$ cat config.mk
export PLATFORM = sky130hd
export DESIGN_NAME = external_event_line_controller
export DESIGN_NICKNAME = d
export VERILOG_FILES = /design/src/eelc_pkg.sv /design/src/external_event_line_controller.sv
export VERILOG_INCLUDE_DIRS = /design/src
export SDC_FILE = /design/constraint.sdc
export NUM_CORES = 1
export LEC_CHECK = 0
export BUFFER_PORTS_ARGS = -buffer_cell sky130_fd_sc_hd__buf_2
export CAP_MARGIN = 20
export CORE_MARGIN = 8
export CORE_UTILIZATION = 56
export CTS_CLUSTER_DIAMETER = 30
export DETAILED_ROUTE_END_ITERATION = 10
export PLACE_DENSITY = 0.78
export SYNTH_ARGS = -nofsm -noshare
export SYNTH_HDL_FRONTEND = slang
export SYNTH_SLANG_ARGS = --single-unit
$ cat constraint.sdc
create_clock -name clk -period 1.77 [get_ports clk]
set_input_delay 0.177 -clock clk [delete_from_list [all_inputs] [get_ports clk]]
set_output_delay 0.177 -clock clk [all_outputs]
set_load 0.05 [all_outputs]
$ cat src/eelc_defs.svh
// Register offsets, reset values and field positions of the line block
`ifndef EELC_DEFS_SVH
`define EELC_DEFS_SVH

// Number of trigger lines
`define EELC_LINES 10
// Lines 0..7 come from port pins
`define EELC_PIN_LINES 8
// Supply monitor line index
`define EELC_SUPPLY_LINE 8
// Auto wake-up line index
`define EELC_WAKE_LINE 9

// Register byte offsets
`define EELC_OFF_IRQ_EN 8'h00
`define EELC_OFF_EVT_EN 8'h04
`define EELC_OFF_RISE 8'h08
`define EELC_OFF_FALL 8'h0c
`define EELC_OFF_SOFT 8'h10
`define EELC_OFF_PEND 8'h14
`define EELC_OFF_PORT_SEL 8'h18

// Reset values
`define EELC_RST_MASK 10'h000
`define EELC_RST_PORT_SEL 16'h0000

// Port select field: two bits per pin line
`define EELC_PORT_SEL_W 2

// Core vector numbers served by this block
`define EELC_VEC_SHARED 8'h14
`define EELC_VEC_SUPPLY 8'h11

`endif

$ cat src/eelc_pkg.sv
// Types shared by the external event line controller
package eelc_pkg;
  // One bit per line
  typedef logic [9:0] eelc_mask_t;
  // Port feeding a pin line
  typedef enum logic [1:0] {
    EELC_PORT_A,
    EELC_PORT_C,
    EELC_PORT_D,
    EELC_PORT_NONE
  } eelc_port_t;
endpackage

$ cat src/external_event_line_controller.sv
// Ten-line external interrupt and event controller with register port
// Overview of operation
// Software bit or external input raises line
// External input counts only on detected edge
// Edge trigger ORed with software trigger
// Separate interrupt and event enable gates
// Interrupt and event produced independently
// Configured edge sets pending, raises request
// Write one clears pending, zero keeps
// Rising and falling selects, both allowed
// Software bit with enable gives interrupt
// Six registers readable and writable by processor
// Wake-up event releases core from sleep
// Pending on core-masked line wakes if enabled
// Core clears pending flags after pending wake
// Event wake leaves no state to clear
// Lines 0-7 share core vector 20
// Supply line uses own vector 17
// Pin lines take pin from selected port
// Line 8 supply monitor, 9 wake-up
// Four ten-bit fields, reset zero
// Consecutive samples differing give one-cycle pulse
// Request holds while pending and enabled
//
// The address map and the plain strobed port are this design's own decisions.
`timescale 1ns/1ps
`include "eelc_defs.svh"
`default_nettype none

module external_event_line_controller (
  input wire logic clk,
  input wire logic rst_n,
  input wire logic [7:0] regAddr,
  input wire logic [31:0] regWrData,
  input wire logic regWrite,
  input wire logic regRead,
  output logic [31:0] regRdData,
  input wire logic [7:0] portAPins,
  input wire logic [7:0] portCPins,
  input wire logic [7:0] portDPins,
  input wire logic supplyMonitorOut,
  input wire logic autoWakeupEvent,
  input wire logic coreSharedVecEnable,
  input wire logic coreSupplyVecEnable,
  input wire logic sendEventOnPending,
  output logic sharedPinLineIrq,
  output logic supplyMonitorIrq,
  output logic [9:0] lineEvent,
  output logic wakeupEvent
);

  // Pin samples, port pins plus supply monitor
  localparam int SyncW = 25;

  // Pick the pin of one line from its selected port
  function automatic logic pickPin(
    input logic [1:0] sel,
    input logic [7:0] a,
    input logic [7:0] c,
    input logic [7:0] d,
    input int idx
  );
    logic pin;
    pin = 1'b0;
    case (eelc_pkg::eelc_port_t'(sel))
      eelc_pkg::EELC_PORT_A: pin = a[idx];
      eelc_pkg::EELC_PORT_C: pin = c[idx];
      eelc_pkg::EELC_PORT_D: pin = d[idx];
      default: pin = 1'b0; // Reserved code reads low
    endcase
    return pin;
  endfunction

  // Register file
  eelc_pkg::eelc_mask_t irqEnable_ff; // Interrupt enable per line
  eelc_pkg::eelc_mask_t eventEnable_ff; // Event enable per line
  eelc_pkg::eelc_mask_t riseSelect_ff; // Rising edge select
  eelc_pkg::eelc_mask_t fallSelect_ff; // Falling edge select
  eelc_pkg::eelc_mask_t softTrigger_ff; // Software trigger bits
  eelc_pkg::eelc_mask_t pending_ff; // Interrupt pending flags
  logic [15:0] portSelect_ff; // Port choice of lines 0..7

  // Input synchronisers and edge history
  logic [SyncW-1:0] syncA_ff; // First stage, read by syncB only
  logic [SyncW-1:0] syncB_ff; // Second stage
  eelc_pkg::eelc_mask_t linePrev_ff; // Previous line sample

  // Next values
  eelc_pkg::eelc_mask_t nxt_irqEnable;
  eelc_pkg::eelc_mask_t nxt_eventEnable;
  eelc_pkg::eelc_mask_t nxt_riseSelect;
  eelc_pkg::eelc_mask_t nxt_fallSelect;
  eelc_pkg::eelc_mask_t nxt_softTrigger;
  eelc_pkg::eelc_mask_t nxt_pending;
  logic [15:0] nxt_portSelect;
  logic [31:0] nxt_regRdData;

  // Address decode
  wire logic hitIrqEn = regAddr == `EELC_OFF_IRQ_EN;
  wire logic hitEvtEn = regAddr == `EELC_OFF_EVT_EN;
  wire logic hitRise = regAddr == `EELC_OFF_RISE;
  wire logic hitFall = regAddr == `EELC_OFF_FALL;
  wire logic hitSoft = regAddr == `EELC_OFF_SOFT;
  wire logic hitPend = regAddr == `EELC_OFF_PEND;
  wire logic hitPortSel = regAddr == `EELC_OFF_PORT_SEL;

  // Write data as a line mask, upper bits dropped
  wire eelc_pkg::eelc_mask_t wrMask = regWrData[9:0];
  wire logic wrSoft = regWrite && hitSoft;
  wire logic wrPend = regWrite && hitPend;

  // Line sources
  wire logic [7:0] syncPortA = syncB_ff[7:0];
  wire logic [7:0] syncPortC = syncB_ff[15:8];
  wire logic [7:0] syncPortD = syncB_ff[23:16];
  wire logic syncSupply = syncB_ff[24];
  eelc_pkg::eelc_mask_t lineNow;

  // Pin lines follow their port select
  always_comb begin
    lineNow = '0;
    for (int i = 0; i < `EELC_PIN_LINES; i++) begin
      lineNow[i] = pickPin(portSelect_ff[2*i +: `EELC_PORT_SEL_W],
        syncPortA, syncPortC, syncPortD, i);
    end
    lineNow[`EELC_SUPPLY_LINE] = syncSupply;
    // Wake-up unit is on this clock, so no synchroniser
    lineNow[`EELC_WAKE_LINE] = autoWakeupEvent;
  end

  // Edge detection; level never triggers
  wire eelc_pkg::eelc_mask_t riseSeen =
    lineNow & ~linePrev_ff & riseSelect_ff;
  wire eelc_pkg::eelc_mask_t fallSeen =
    ~lineNow & linePrev_ff & fallSelect_ff;
  wire eelc_pkg::eelc_mask_t edgeTrig = riseSeen | fallSeen;

  // Software trigger fires when a bit goes from 0 to 1
  wire eelc_pkg::eelc_mask_t softTrig =
    wrSoft ? (wrMask & ~softTrigger_ff) : '0;

  // Combined trigger feeds both gates
  wire eelc_pkg::eelc_mask_t lineTrig = edgeTrig | softTrig;

  // Two independent gates per line
  wire eelc_pkg::eelc_mask_t irqGate = lineTrig & irqEnable_ff;
  wire eelc_pkg::eelc_mask_t evtGate = lineTrig & eventEnable_ff;

  // Flags cleared by this write, write 0 keeps
  wire eelc_pkg::eelc_mask_t pendClear = wrPend ? wrMask : '0;

  // Request level per line
  wire eelc_pkg::eelc_mask_t lineReq = pending_ff & irqEnable_ff;

  // Lines whose core vector is masked; line 9 is not routed here
  wire eelc_pkg::eelc_mask_t coreMasked = {1'b0, ~coreSupplyVecEnable,
    {8{~coreSharedVecEnable}}};

  // Fresh pending on a core-masked line wakes the core
  wire logic pendWake =
    sendEventOnPending && |(irqGate & coreMasked);

  // Register next values
  always_comb begin
    nxt_irqEnable = irqEnable_ff;
    nxt_eventEnable = eventEnable_ff;
    nxt_riseSelect = riseSelect_ff;
    nxt_fallSelect = fallSelect_ff;
    nxt_portSelect = portSelect_ff;
    if (regWrite) begin
      if (hitIrqEn) begin
        nxt_irqEnable = wrMask;
      end
      if (hitEvtEn) begin
        nxt_eventEnable = wrMask;
      end
      if (hitRise) begin
        nxt_riseSelect = wrMask;
      end
      if (hitFall) begin
        nxt_fallSelect = wrMask;
      end
      if (hitPortSel) begin
        nxt_portSelect = regWrData[15:0];
      end
    end
  end

  // Soft bits are set by writes, dropped with their pending flag;
  // a new set wins over a clear in the same cycle
  always_comb begin
    nxt_softTrigger = (softTrigger_ff & ~pendClear) | softTrig;
  end

  // Set wins over write-one clear
  always_comb begin
    nxt_pending = (pending_ff & ~pendClear) | irqGate;
  end

  // Read mux; unmapped offsets read zero, bits above 9 read zero except port select bits 15:10
  always_comb begin
    nxt_regRdData = '0;
    if (regRead) begin
      if (hitIrqEn) begin
        nxt_regRdData[9:0] = irqEnable_ff;
      end else if (hitEvtEn) begin
        nxt_regRdData[9:0] = eventEnable_ff;
      end else if (hitRise) begin
        nxt_regRdData[9:0] = riseSelect_ff;
      end else if (hitFall) begin
        nxt_regRdData[9:0] = fallSelect_ff;
      end else if (hitSoft) begin
        nxt_regRdData[9:0] = softTrigger_ff;
      end else if (hitPend) begin
        nxt_regRdData[9:0] = pending_ff;
      end else if (hitPortSel) begin
        nxt_regRdData[15:0] = portSelect_ff;
      end
    end
  end

  // Two-stage synchroniser for pins and the supply monitor
  always_ff @(posedge clk or negedge rst_n) begin
    if (!rst_n) begin
      syncA_ff <= '0;
      syncB_ff <= '0;
    end else begin
      syncA_ff <= {supplyMonitorOut, portDPins, portCPins, portAPins};
      syncB_ff <= syncA_ff;
    end
  end

  // Edge history; a port select change may look like one edge
  always_ff @(posedge clk or negedge rst_n) begin
    if (!rst_n) begin
      linePrev_ff <= '0;
    end else begin
      linePrev_ff <= lineNow;
    end
  end

  // Configuration registers
  always_ff @(posedge clk or negedge rst_n) begin
    if (!rst_n) begin
      irqEnable_ff <= `EELC_RST_MASK;
      eventEnable_ff <= `EELC_RST_MASK;
      riseSelect_ff <= `EELC_RST_MASK;
      fallSelect_ff <= `EELC_RST_MASK;
      portSelect_ff <= `EELC_RST_PORT_SEL;
    end else begin
      irqEnable_ff <= nxt_irqEnable;
      eventEnable_ff <= nxt_eventEnable;
      riseSelect_ff <= nxt_riseSelect;
      fallSelect_ff <= nxt_fallSelect;
      portSelect_ff <= nxt_portSelect;
    end
  end

  // Trigger and flag state
  always_ff @(posedge clk or negedge rst_n) begin
    if (!rst_n) begin
      softTrigger_ff <= `EELC_RST_MASK;
      pending_ff <= `EELC_RST_MASK;
    end else begin
      softTrigger_ff <= nxt_softTrigger;
      pending_ff <= nxt_pending;
    end
  end

  // Outputs, all registered
  always_ff @(posedge clk or negedge rst_n) begin
    if (!rst_n) begin
      regRdData <= '0;
      sharedPinLineIrq <= 1'b0;
      supplyMonitorIrq <= 1'b0;
      lineEvent <= '0;
      wakeupEvent <= 1'b0;
    end else begin
      regRdData <= nxt_regRdData;
      sharedPinLineIrq <= |lineReq[`EELC_PIN_LINES-1:0];
      supplyMonitorIrq <= lineReq[`EELC_SUPPLY_LINE];
      // Events are pulses and leave no flag behind
      lineEvent <= evtGate;
      wakeupEvent <= (|evtGate) || pendWake;
    end
  end
endmodule

`default_nettype wire

==> reports/qor.txt <==
port bufs = 85
busiest grt layer = met2
Syn Area/Cell = 13.7 µm²
die area = 15700 µm²
r2r worst-path depth = 7
met1 usage = 0.265
yosys warns = 0
initial DRC count = 513
Routed Antenna Nets = 0
fill count = 754
Reg clk slew, reported paths = 70 ps
Post-synth EDFFs = 0
RSZ-0062 raised after global routing = true
H-tree levels = 4
Hold Crit Class = in -> reg
WL/cell = 20.1 µm
layout cell share with drive strength beyond 1 = 0.422
critical path arrival = 2050 ps
Netlist Area Pre-Place = 6710 µm²
drt first pass iters = 5
crit path kind = reg -> reg
Chip Height = 125 µm
VDD IR max = 0.978 mV
post-synth cell types = 55
clock skew = 8.53 ps
Leak = 4.40 nW
final hold violation count = 0
Via density = 5.78
max-slew violations = 0
multi-input logic area = 2490 µm²
post-layout min period = 1750 ps
register area = 4130 µm²
most frequent cells in the layout = dfrtp_1, buf_2, buf_4
final setup margin = 22.2 ps
Root Driver = clkbuf_16
Final Non-Filler Cells = 843
outcome = complete, no violations
total CTS buffers = 17
Max Clk Rate = 0.572 GHz
antenna cells = 0
met3 Track Usage GR = 0.0731
GR Overflow Total = 0
synthesized instance count = 491
largest net degree at the start of global routing = 64
vias in the first global route = 5183
Async S/R FF share, synth = 1.00
critical path startpoint category = flop
Skew-Pair Late Insertion Delay = 430 ps
number of max-cap violations = 0
dpl cell area = 7750 µm²
PwrDens = 983 nW/µm²
met2 Usage GRT = 0.363
initial antenna violation count = 0
deepest clock path buffer count = 2
Die W = 125 µm
setup TNS = 0 ps
DP Wirelength = 11.2 mm
initial core utilization = 0.566
CP Data Required Time = 2070 ps
Critical Path End Type = flop
top_reg_cell synth = dfrtp_1
Synth Register Bits = 165
Vias = 4869
CTS tree = built
placed cell count = 776
total track usage = 0.222
period utilization = 0.987
routability congestion estimate = 0.924
# nets final = 757
largest fanout on the critical path = 3
final setup fails = 0
Post-route DRC = 0
post-synthesis sequential area ratio = 0.615
CTS Sinks = 165
DP Worst Slack = -257 ps
first-pass GRT wire length = 27.2 mm
Worst Hold Path Cells = 2
fin util = 0.742
I/O Pins = 118
final WL = 17.0 mm
final instance area = 8800 µm²
Core Area = 11900 µm²
# rows = 40
P&R area growth vs syn = 31.1%
most common cell after layout, fill and taps aside = dfrtp_1
[per-stage QoR]
| stage | hold WS [ps] | power [mW] |
|---|---|---|
| after floorplan | -119 | 4.38 |
| after global placement | 90.7 | 4.62 |
| after detailed placement | 104 | 4.65 |
| after CTS | 51.9 | 8.70 |
| after global routing | 75.4 | 8.93 |
| final | 68.8 | 8.65 |
[routing by layer]
layer,part of all wire,vias to the layer above,wire (µm)
li1,-,2128,-
met1,0.39,2452,6680
met2,0.50,255,8430
met3,0.091,34,1550
met4,0.018,0,313
met5,0,-,0
[state kept, by name, indices dropped and copies added, names as in the netlist, 10 cells and up]
signal,count
softTrigger_ff,10
regRdData,16
eventEnable_ff,10
linePrev_ff,10
riseSelect_ff,10
portSelect_ff,16
pending_ff,10
irqEnable_ff,10
syncB_ff,25
fallSelect_ff,10
lineEvent,10
syncA_ff,25
[Yosys cell counts, types with 4 or more instances]
cell	count	share of area
dfrtp_1	165	0.62
clkbuf_1	7	0.0039
mux2_2	55	0.092
nand2b_1	8	0.0075
mux2_4	10	0.022
nor2_1	11	0.0062
a21oi_1	11	0.0082
buf_2	4	0.0030
and2_1	10	0.0093
mux2i_1	17	0.025
o221a_2	9	0.015
o21ai_0	15	0.011
a21o_1	9	0.010
nand2_1	37	0.021
nor3b_1	9	0.010
a31oi_1	9	0.0084
nand3b_1	7	0.0078
o21a_1	8	0.0089
a21bo_2	8	0.012
a22oi_1	13	0.015
a21boi_0	9	0.010
nand4_1	4	0.0037
buf_4	16	0.018
[power by group]
group | switching [mW] | total [mW] | internal (mW)
clock | 1.59 | 3.99 | 2.40
combinational | 0.346 | 0.631 | 0.284
sequential | 0.102 | 4.03 | 3.93
total | 2.04 | 8.65 | 6.61
[path summary, 6_finish.rpt]
| check | start | to | slack [ps] |
|---|---|---|---|
| worst max-delay path | portSelect_ff[6] | wakeupEvent | 20 |
| worst min-delay path | regWrData[1] | irqEnable_ff[1] | 70 |
| worst max register to register | portSelect_ff[6] | wakeupEvent | 20 |
| worst min register to register | syncA_ff[20] | syncB_ff[20] | 350 |
| max in group asynchronous | rst_n | linePrev_ff[3] | 890 |
| min in group asynchronous | rst_n | linePrev_ff[6] | 230 |
[worst max-delay path, cell delays in order (launching register included)]
cell and delay, ps:
dfrtp_1 410, mux2i_1 240, o21ai_2 110, mux2i_2 170, o21a_1 220, nor4_2 250
buf_4 140, nand4_1 70
[timing repair]
item,in CTS,in global routing
buffers inserted,3,2
hold endpoints to repair,67,0
endpoints found under the setup margin,1,1
resized for setup,14,7
hold buffers,33,0
pin swaps,6,2
cloned,0,0
[final cells by class]
class	instances	share of cell area
inverters	2	0.000853
multi-input cells	310	0.283
clock buffers	17	0.0483
clock inverters	14	0.0246
flip-flops and latches	165	0.469
repair buffers	188	0.153
well taps	147	0.0209
[kinds of logic (layout without fill, tap and decap cells)]
logic type / after synthesis / count (layout) / share of synthesized area
buf+inv: 31 / 221 / 0.0306
other cells: 1 / 16 / 0.000559
simple gates: 110 / 110 / 0.102
flops: 165 / 165 / 0.615
mux: 82 / 82 / 0.140
compound gates: 102 / 102 / 0.112
No activity file was read; power rests on OpenSTA's default activity.
